==> config.mk <==
export PLATFORM = sky130hd
export DESIGN_NAME = camr_mask_regs
export DESIGN_NICKNAME = d
export VERILOG_FILES = /design/src/logic/camr_pkg.sv /design/src/logic/camr_mask_regs.sv /design/src/logic/camr_compare.sv
export SDC_FILE = /design/constraint.sdc
export NUM_CORES = 1
export LEC_CHECK = 0
export BUFFER_PORTS_ARGS = -buffer_cell sky130_fd_sc_hd__buf_4
export CAP_MARGIN = 0
export CORE_MARGIN = 10
export CORE_UTILIZATION = 32
export CTS_CLUSTER_SIZE = 40
export DETAILED_ROUTE_END_ITERATION = 16
export SLEW_MARGIN = 5
export SYNTH_ARGS = -nofsm -noshare
export SYNTH_HDL_FRONTEND = slang
export SYNTH_HIERARCHICAL = 1
export SYNTH_SLANG_ARGS = --single-unit
==> constraint.sdc <==
create_clock -name clock -period 4.1 [get_ports clock]
set_input_delay 0.205 -clock clock [delete_from_list [all_inputs] [get_ports clock]]
set_output_delay 0.205 -clock clock [all_outputs]
set_load 0.005 [all_outputs]
==> src/logic/camr_pkg.sv <==
// Package with addresses, field positions and widths of the acceptance mask registers.
package camr_pkg;
	localparam logic [7:0] CAMR_ADDR_FIRST = 8'hC4;
	localparam logic [7:0] CAMR_ADDR_SECOND = 8'hC5;
	localparam logic [7:0] CAMR_ADDR_THIRD = 8'hC6;
	localparam logic [7:0] CAMR_ADDR_FOURTH = 8'hC7;
	localparam int CAMR_ID_EXT_W = 29;
	localparam int CAMR_ID_STD_W = 11;
	localparam int CAMR_RTR_POS = 2;
	localparam int CAMR_RB1_POS = 1;
	localparam int CAMR_IDE_POS = 0;
	localparam int CAMR_ID_LOW_POS = 3;
	localparam int CAMR_STD_LOW_POS = 5;
	localparam int CAMR_REG_NUM = 4;
	localparam logic [7:0] CAMR_RSVD_READ = 8'h00;
endpackage : camr_pkg

==> src/logic/camr_mask_regs.sv <==
// Acceptance mask register set of a receive filter, with its match result.
`timescale 1ns/1ps
`default_nettype none
module camr_mask_regs import camr_pkg::*; (
	input wire logic clock,
	input wire logic reset_n,
	input wire logic [7:0] sfr_addr,
	input wire logic [7:0] sfr_wdata,
	input wire logic sfr_wr,
	input wire logic sfr_rd,
	input wire logic ext_format,
	input wire logic rx_valid,
	input wire logic [28:0] rx_id,
	input wire logic rx_rtr,
	input wire logic rx_ide,
	input wire logic [28:0] tag_id,
	input wire logic tag_rtr,
	input wire logic tag_ide,
	input wire logic tx_request,
	output logic [7:0] sfr_rdata,
	output logic rx_accept,
	output logic rx_reject,
	output logic tx_go,
	output logic [28:0] identifier_mask_bits,
	output logic remote_request_mask,
	output logic extension_flag_mask
);
	logic [7:0] mask_reg_first_q;
	logic [7:0] mask_reg_second_q;
	logic [7:0] mask_reg_third_q;
	logic [7:0] mask_reg_fourth_q;
	logic [7:0] sfr_rdata_q;
	logic rx_accept_q;
	logic rx_reject_q;
	logic tx_go_q;
	logic [28:0] id_mask_d;
	logic [28:0] id_mask_q;
	logic rtr_mask_q;
	logic ide_mask_q;
	logic [31:0] rx_vec;
	logic [31:0] tag_vec;
	logic [31:0] mask_vec;
	logic hit;

	// no reset
	// The mask bytes hold whatever software last wrote; reset leaves them alone on purpose.
	always_ff @(posedge clock) begin
		if (sfr_wr) begin
			unique case (sfr_addr)
				CAMR_ADDR_FIRST: mask_reg_first_q <= sfr_wdata;
				CAMR_ADDR_SECOND: mask_reg_second_q <= sfr_wdata;
				CAMR_ADDR_THIRD: mask_reg_third_q <= sfr_wdata;
				CAMR_ADDR_FOURTH: mask_reg_fourth_q <= sfr_wdata;
				default: begin
				end
			endcase
		end
	end

	always_comb begin
		id_mask_d = '0;
		if (ext_format) begin
			id_mask_d = {mask_reg_first_q, mask_reg_second_q, mask_reg_third_q,
				mask_reg_fourth_q[7:CAMR_ID_LOW_POS]};
		end else begin
			id_mask_d[CAMR_ID_STD_W-1:0] = {mask_reg_first_q,
				mask_reg_second_q[7:CAMR_STD_LOW_POS]};
		end
	end

	// Decoded masks are registered so the outputs come straight from flip-flops.
	always_ff @(posedge clock) begin
		id_mask_q <= id_mask_d;
		rtr_mask_q <= mask_reg_fourth_q[CAMR_RTR_POS];
		ide_mask_q <= mask_reg_fourth_q[CAMR_IDE_POS];
	end

	// reserved third
	// Reserved bytes read back as zero, one allowed value of an indeterminate read.
	always_ff @(posedge clock) begin
		if (!reset_n) begin
			sfr_rdata_q <= 8'h00;
		end else if (sfr_rd) begin
			unique case (sfr_addr)
				CAMR_ADDR_FIRST: sfr_rdata_q <= mask_reg_first_q;
				CAMR_ADDR_SECOND: sfr_rdata_q <= ext_format ? mask_reg_second_q
					: {mask_reg_second_q[7:CAMR_STD_LOW_POS], 5'b0_0000};
				CAMR_ADDR_THIRD: sfr_rdata_q <= ext_format ? mask_reg_third_q
					: CAMR_RSVD_READ;
				CAMR_ADDR_FOURTH: sfr_rdata_q <= ext_format
					? {mask_reg_fourth_q[7:CAMR_ID_LOW_POS],
						mask_reg_fourth_q[CAMR_RTR_POS], 1'b0,
						mask_reg_fourth_q[CAMR_IDE_POS]}
					: {5'b0_0000, mask_reg_fourth_q[CAMR_RTR_POS], 1'b0,
						mask_reg_fourth_q[CAMR_IDE_POS]};
				default: sfr_rdata_q <= CAMR_RSVD_READ;
			endcase
		end
	end

	assign rx_vec = {rx_id, rx_rtr, 1'b0, rx_ide};
	assign tag_vec = {tag_id, tag_rtr, 1'b0, tag_ide};
	assign mask_vec = {id_mask_q, rtr_mask_q, 1'b0, ide_mask_q};

	camr_compare #(
		.WIDTH(32)
	) u_compare (
		.rx_bits(rx_vec),
		.tag_bits(tag_vec),
		.mask_bits(mask_vec),
		.hit(hit)
	);

	always_ff @(posedge clock) begin
		if (!reset_n) begin
			rx_accept_q <= 1'b0;
			rx_reject_q <= 1'b0;
		end else begin
			rx_accept_q <= rx_valid & hit;
			rx_reject_q <= rx_valid & ~hit;
		end
	end

	// transmit unaffected
	// Transmission request is registered and appears on tx_go one clock later; no mask bit enters this path.
	always_ff @(posedge clock) begin
		if (!reset_n) begin
			tx_go_q <= 1'b0;
		end else begin
			tx_go_q <= tx_request;
		end
	end

	assign sfr_rdata = sfr_rdata_q;
	assign rx_accept = rx_accept_q;
	assign rx_reject = rx_reject_q;
	assign tx_go = tx_go_q;
	assign identifier_mask_bits = id_mask_q;
	assign remote_request_mask = rtr_mask_q;
	assign extension_flag_mask = ide_mask_q;
endmodule : camr_mask_regs
`default_nettype wire

==> src/logic/camr_compare.sv <==
// Masked comparison of one received field against its stored tag.
`timescale 1ns/1ps
`default_nettype none
module camr_compare import camr_pkg::*; #(
	parameter int WIDTH = 32
) (
	input wire logic [WIDTH-1:0] rx_bits,
	input wire logic [WIDTH-1:0] tag_bits,
	input wire logic [WIDTH-1:0] mask_bits,
	output logic hit
);
	logic [WIDTH-1:0] miss;
	genvar i;
	generate
		for (i = 0; i < WIDTH; i++) begin : g_bit
			assign miss[i] = mask_bits[i] & (rx_bits[i] ^ tag_bits[i]);
		end
	endgenerate
	assign hit = ~|miss;
endmodule : camr_compare
`default_nettype wire

==> results.md, run 1 <==
* Run status: finished clean
* Seq cells post-synth at 73
* Cell depth of the worst flop-to-flop path at 4
* Number of buffers created by CTS at 9
* Syn-to-layout area delta at 41.52%
* Wire length per cell after detailed routing at 17.31 microns
* Placed cell areas at 3996 sq um
* Setup fix buffers added after clock tree synthesis at 0
* CTS Buffer Depth at 2
* Global Route Usage Sum at 11.81%
* Topmost layer with routed signal wires: met4
* Critical Path AT at 1.92 ns
* Sinks on the clock net at 73
* HPWL after detailed placement at 6799 microns
* Sequential Power Share at 50.8%
* Last element of the critical path: mask_reg_first_q[2]
* Cell type of the slowest stage on the worst timing path: nor3_1
* CTS tree: yes
* Setup repair after global routing missed its margin: false
* LEAKAGE at 1.803 nW
* Total via count after detailed routing at 2227
* Timing startpoint of the critical path: sfr_addr[3]
* # port buffers at 126
* Worst reg2reg endpoint: rx_accept
* Final non-filler cell total at 484
* Normalized max-slew margin at 29.03%
* Number of antenna-violating nets in the routed design at 0
* Register clock-pin slew on the reported worst setup and hold paths at 0.07 ns
* Post-synthesis area per instance at 12.33 sq um
* Synthesized instance count at 241
* Number of endpoints with negative hold slack in the final report at 0
* Wire length of the first global-routing pass at 12140 microns
* Root buffer cell: clkbuf_8
* Total routed wirelength at 8376 microns
* Stages on the worst setup path at 5
* H-tree levels at 3
* Routed length on met3 at 787 microns
* Maximum fanout encountered on the critical timing path at 8
* Start of the worst register-to-register path: identifier_mask_bits[20]
* Total grt overflow at 0
* Post-detailed-route via-to-cell ratio at 4.601
* Layout Skew at 0.006423 ns
* Total power per unit cell area at 361.5 nW/um^2
* Library cell occupying the most area in the post-synthesis netlist: edfxtp_1
* Path category of the worst min-delay check: in2reg
* Routed length on met1 at 3437 microns
* Critical Path Start Type: input pin
* Cell area after synthesis at 2972 sq um
* Standard-cell rows at 35
* Maximum number of pins on one net before global-route repair at 37
* Tcrit/Tclk final at 47.95%
* Max-capacitance violation count at 0
* Async SR Flop Fraction at 0%
* Drt initial violations at 121
* Area fraction of the dominant cell type after synthesis at 31.33%
* Net Switching at 321.9 uW
* Timing-limited maximum frequency at 0.5086 GHz
* Inserted Diodes at 0
* Chain of cells forming the critical path: buf_4 -> nor4b_1 -> and3_1 -> nand2_2 -> nor3_1
* Combinational cell fraction of total power at 10.7%
* Switch share at 21.18%
* Pre-antenna DRT Iters at 4
* Final cell area excluding filler cells at 4205 sq um
* Cell internal power dissipation at 1.198 mW
* Worst-case setup margin in the final layout at 2.134 ns
* Die H at 116.4 microns
* Worst setup slack after placement at 1.773 ns
* Critical path start-end classification: in2reg
* Die area at 13540 sq um
* Worst supply voltage drop on vdd at 0.1403 mV
* Data required time at the worst endpoint at 4.05 ns
* Total met2 wirelength after detailed routing at 4084 microns
* Hold buffer count at CTS at 0
* Gpl congestion at 0.7785
* Cell types occupying the most area after synthesis: edfxtp_1 31%, dfxtp_1 28%, xor2_1 9.4%
* Die Span X at 116.4 microns
* Setup_tns at 0 ns
* Worst Max-Slew Pin Slew at 1.056 ns
* Primary FF master, synth: dfxtp_1
* IO Pins at 127
* EDFF count, synth at 31
* Number of gates resized after CTS at 0
* Clk_lat worst skew at 0.33 ns
* Final core utilization at 45.95%
* Peak per-stage delay on the critical path at 0.82 ns
* Ratio of cells with drive above 1 in the final layout at 41.55%
* Final period demand of the worst path at 1.966 ns
* Initial antenna violation count at 0
* Post-placement cell count at 468
* Final net count at 453
* Register area share after synthesis at 59.62%
* Number of warnings reported in the yosys synthesis log at 6
* Starting utilization of the core area at 32.47%
* Count of pins over their slew limit at 0
* Buffers plus inverters on the worst setup path at 1
* Clock network fraction of total power at 38.6%
* Number of setup violations in the final report at 0
* DR DRC count at 0
* CP delay by family, top: simple AND/OR/NAND/NOR gates
* Post-synthesis cell type count at 35
* Core box area at 9153 sq um
* Vias in the first global route at 2372
* Worst setup slack for register-to-register paths at 2.82 ns
* Setup crit end kind: flip-flop
## kinds of logic (layout without fill, tap and decap cells)
family | count (synthesis) | count (layout) | share of synthesized area (%)
xor+xnor | 32 | 32 | 9.432
mux | 17 | 17 | 6.148
simple gates | 59 | 59 | 11.96
other cells | 1 | 3 | 0.1262
flops | 73 | 73 | 59.62
buf+inv | 17 | 147 | 2.905
compound gates | 42 | 42 | 9.810
## cell usage in the layout, fill, tap and decap left out, drive strengths merged, types with 5 or more instances in the layout
master  count
a21boi      5
edfxtp     31
inv         5
a22oi      17
xor2       32
nor2        6
nand2b      5
o21ai      11
clkbuf      9
nand3       5
mux2i       7
dfxtp      42
and2       15
nand2      11
mux2       10
buf       126
## Yosys cell counts (all sizes together), types with 2 or more instances
cell	n
and3	2
o21ai	11
a22oi	17
mux2	10
o22ai	2
buf	9
nand2b	5
xor2	32
nand3b	4
nand2	11
a32o	2
mux2i	7
nor3b	2
nand4	4
dfxtp	42
inv	5
a21boi	5
o211ai	4
clkbuf	3
nand3	5
and2	15
nor2	6
edfxtp	31
## power by group through the flow
stage / registers (mW) / logic, mW / clock network (mW)
global placement: 0.788 / 0.162 / 0
detailed placement: 0.789 / 0.164 / 0
finish: 0.772 / 0.162 / 0.586
floorplan: 0.788 / 0.0650 / 0
CTS: 0.772 / 0.165 / 0.597
global route: 0.773 / 0.177 / 0.636
## state kept, by name (all words and copies together), names as in the netlist
name,count
remote_request_mask,1
sfr_rdata,8
mask_reg_second_q,8
rx_reject,1
identifier_mask_bits,29
extension_flag_mask,1
mask_reg_first_q,8
mask_reg_third_q,8
mask_reg_fourth_q,7
tx_go,1
rx_accept,1
## area by class of cell
cell class / instances / area, sq um
Fill cell: 825 / 4947
Sequential cell: 73 / 1772
Multi-Input combinational cell: 153 / 1121
Timing Repair Buffer: 126 / 945.9
Tap cell: 111 / 138.9
Clock buffer: 9 / 123.9
Clock inverter: 7 / 85.08
Inverter: 5 / 18.77
## worst min-delay path by stage
stage	from	end	slack, ns	cells after the start
floorplan	sfr_wdata[0]	mask_reg_first_q[0]	0.30	0
global placement	mask_reg_fourth_q[2]	remote_request_mask	0.37	0
detailed placement	mask_reg_fourth_q[2]	remote_request_mask	0.38	0
CTS	sfr_wdata[1]	mask_reg_first_q[1]	0.05	1
global route	sfr_wdata[1]	mask_reg_third_q[1]	0.04	1
finish	sfr_wdata[1]	mask_reg_first_q[1]	0.07	1
## worst reg2reg max path: stages, from the launching register on
cell     delay, ns
dfxtp_1       0.32
a22oi_1       0.19
nand4_1       0.15
nor4_2        0.37
and3_1        0.20
## per-stage QoR
step | hold slack, ns | total power, mW
finish | 0.06583 | 1.520
global route | 0.04499 | 1.586
CTS | 0.05450 | 1.534
detailed placement | 0.3806 | 0.9522
global placement | 0.3669 | 0.9503
floorplan | 0.3039 | 0.8533
## routing by layer
metal,GRT usage [%],vias up
li1,-,1109
met1,13.84,1024
met2,19.49,90
met3,4.263,4
met4,4.170,0
met5,0,-
No activity file was read; power rests on OpenSTA's default activity.
==> run 2: changes to the inputs <==
--- a/config.mk
+++ b/config.mk
@@ -5,6 +5,7 @@
 export SDC_FILE = /design/constraint.sdc
 export NUM_CORES = 1
 export LEC_CHECK = 0
+export ABC_AREA = 1
 export BUFFER_PORTS_ARGS = -buffer_cell sky130_fd_sc_hd__buf_4
 export CAP_MARGIN = 0
 export CORE_MARGIN = 10
==> constraint.sdc (replaced) <==
create_clock -name clock -period 1.88 [get_ports clock]
set_input_delay 0.094 -clock clock [delete_from_list [all_inputs] [get_ports clock]]
set_output_delay 0.094 -clock clock [all_outputs]
set_load 0.005 [all_outputs]
==> run 2 against run 1 <==
Sequential power is 120% higher. Sequential share of layout area shrank 4.9 points. Register-to-register slack got worse by 2.6 ns. Clock skew up 0.0045 ns. Worst setup slack worse by 1.9 ns. Combinational power is 140% higher. Clock-buffer cell count did not move. Critical path type is now reg2reg. Die area increased by 9.2%. Synthesized cell count is 80% higher. Area after synthesis is 11% higher. Sequential cell count is the same. Non-clock buffer count rose by 16.
==> results.md, run 2 <==
* Initial antenna violation count at 0
* Inserted Diodes at 0
* Setup repair after global routing missed its margin: false
* Setup_tns at 0 ns
* Sinks on the clock net at 73
* Most common library cell in the layout ignoring fill and taps: nand2_1
* Final non-filler cell total at 726
* Maximum fanout encountered on the critical timing path at 2
* Post-synthesis area per instance at 7.593 sq um
* Number of warnings reported in the yosys synthesis log at 6
* Vias in the first global route at 2940
* Die Span X at 121.6 microns
* Cell type of the slowest stage on the worst timing path: dlygate4sd3_1
* IO Pins at 127
* Timing-limited maximum frequency at 0.5932 GHz
* Library cell occupying the most area in the post-synthesis netlist: edfxtp_1
* Primary FF master, synth: dfxtp_1
* Worst supply voltage drop on vdd at 0.4108 mV
* Final period demand of the worst path at 1.686 ns
* Data required time at the worst endpoint at 2.18 ns
* Die area at 14790 sq um
* Global Route Usage Sum at 12.86%
* Run status: finished clean
* Final net count at 670
* CTS Buffer Depth at 2
* Critical path start-end classification: reg2reg
* Peak per-stage delay on the critical path at 0.54 ns
* Maximum number of pins on one net before global-route repair at 41
* HPWL after detailed placement at 8009 microns
* Post-synthesis cell type count at 22
* Gpl congestion at 0.8348
* Cell mode on critical path: nand2_1
* # port buffers at 126
* Post-detailed-route via-to-cell ratio at 4.241
* Starting utilization of the core area at 32.43%
* DR DRC count at 0
* Area fraction of the dominant cell type after synthesis at 28.18%
* Wire length per cell after detailed routing at 13.49 microns
* Normalized max-slew margin at 59.21%
* Die H at 121.6 microns
* Multi-input combinational cell area at 1237 sq um
* H-tree levels at 3
* Setup crit end kind: flip-flop
* Count of pins over their slew limit at 0
* Register clock-pin slew on the reported worst setup and hold paths at 0.08 ns
* Total via count after detailed routing at 3079
* Number of setup violations in the final report at 0
* CTS tree: yes
* Post-placement cell count at 698
* Total routed wirelength at 9792 microns
* Worst Max-Slew Pin Slew at 0.6096 ns
* Critical Path AT at 1.99 ns
* Area taken by flip-flops and latches at 1772 sq um
* Seq cells post-synth at 73
* Drt initial violations at 156
* Most common cell in the synthesized netlist: nand2_1
* Flip-flop count of the largest register after layout at 29
* Register area share after synthesis at 53.64%
* Path category of the worst min-delay check: in2reg
* Cell area after synthesis at 3303 sq um
* Ratio of cells with drive above 1 in the final layout at 27.29%
* LEAKAGE at 2.469 nW
* Core box area at 10180 sq um
* Critical Path Start Type: flip-flop
* Chain of cells forming the critical path: nand2_1 -> nor2_1 -> nor2_1 -> nand2_1 -> nor2_2 -> nand2_1 -> nor2_2 -> nand2_1 -> nor2_1 -> dlygate4sd3_1
* Clk_lat worst skew at 0.35 ns
* Top cells by count, synth: 140 x nand2_1, 70 x nor2_1, 63 x inv_1, 42 x dfxtp_1, 38 x nand3_1
* EDFF count, synth at 31
* Pre-antenna DRT Iters at 4
* FILL cells at 1042
* Number of endpoints with negative hold slack in the final report at 0
* Root buffer cell: clkbuf_8
* Synthesized instance count at 435
* Wire length of the first global-routing pass at 14760 microns
* Async SR Flop Fraction at 0%
* Cell types occupying the most area after synthesis: edfxtp_1 28%, dfxtp_1 25%, nand2_1 16%
* Worst hold-check slack at 0.06714 ns
* Number of buffers created by CTS at 9
* Layout Skew at 0.01088 ns
* Max-capacitance violation count at 0
* Number of antenna-violating nets in the routed design at 0
* Standard-cell rows at 37
* Most frequent cells in the layout: 140 x nand2_1, 130 x buf_4, 68 x nor2_1, 63 x inv_1, 42 x dfxtp_1
* Total power per unit cell area at 726.4 nW/um^2
* Total grt overflow at 0
* Tcrit/Tclk final at 89.68%
* Syn-to-layout area delta at 44.09%
==> run 2: report_power, final <==
part           switching, mW  total, mW  leakage, nW  internal [mW]
clock                  0.622       1.38        0.107          0.760
sequential            0.0140       1.69        0.627           1.67
combinational          0.179      0.389         1.73          0.209
total                  0.815       3.46         2.47           2.64
==> run 2: critical path: cells and delay by family, from the launching register on <==
family | cells | cell delay, ns
simple gates | 9 | 0.78
buf+inv | 1 | 0.54
flops | 1 | 0.32
==> run 2: layout make-up <==
cell class,count,share of cell area (%)
Clock inverter,7,2.129
Sequential cell,73,37.22
Tap cell,136,3.575
Inverter,69,5.442
Timing Repair Buffer,142,23.03
Clock buffer,9,2.603
Multi-Input combinational cell,290,26.00
==> run 2: timing repair <==
| item | in CTS | in global routing |
|---|---|---|
| setup endpoints to repair | 0 | 1 |
| gates resized for setup | 0 | 2 |
| buffers inserted | 0 | 0 |
| hold endpoints to repair | 34 | 0 |
| hold buffers | 12 | 0 |
==> run 2: logic make-up after synthesis <==
logic type             share of synthesized area (%)
other                                         0.1135
AOI/OAI and AO/OA                              4.091
buffers and inverters                          9.508
and+or+nand+nor                                32.65
DFF                                            53.64
==> run 2: per-layer routing <==
metal / wire length [microns] / vias to the layer above / track usage [%]
li1: - / 1630 / -
met1: 3999 / 1329 / 14.96
met2: 4829 / 111 / 21.38
met3: 839 / 9 / 4.625
met4: 123 / 0 / 4.694
met5: 0 / - / 0
==> run 2: final timing paths <==
path / startpoint / endpoint / slack (ns) / cells after the start
worst max-delay path: extension_flag_mask / rx_accept / 0.19 / 10
worst min-delay path: sfr_rd / sfr_rdata[0] / 0.07 / 3
worst max register to register: extension_flag_mask / rx_accept / 0.19 / 10
worst min register to register: mask_reg_fourth_q[0] / extension_flag_mask / 0.42 / 0
==> run 2: metrics by stage <==
stage | instance area [sq um] | setup slack, ns | power, mW | utilization [%]
2_1_floorplan | 3318 | 0.6146 | 1.868 | -
6_report | 4760 | 0.1941 | 3.457 | 46.73
4_1_cts | 4755 | 0.09408 | 3.487 | 46.68
3_5_place_dp | 4409 | 0.3830 | 2.099 | 43.29
3_3_place_gp | 4409 | 0.4745 | 2.089 | 43.29
5_1_grt | 4760 | 0.007065 | 3.607 | 46.73
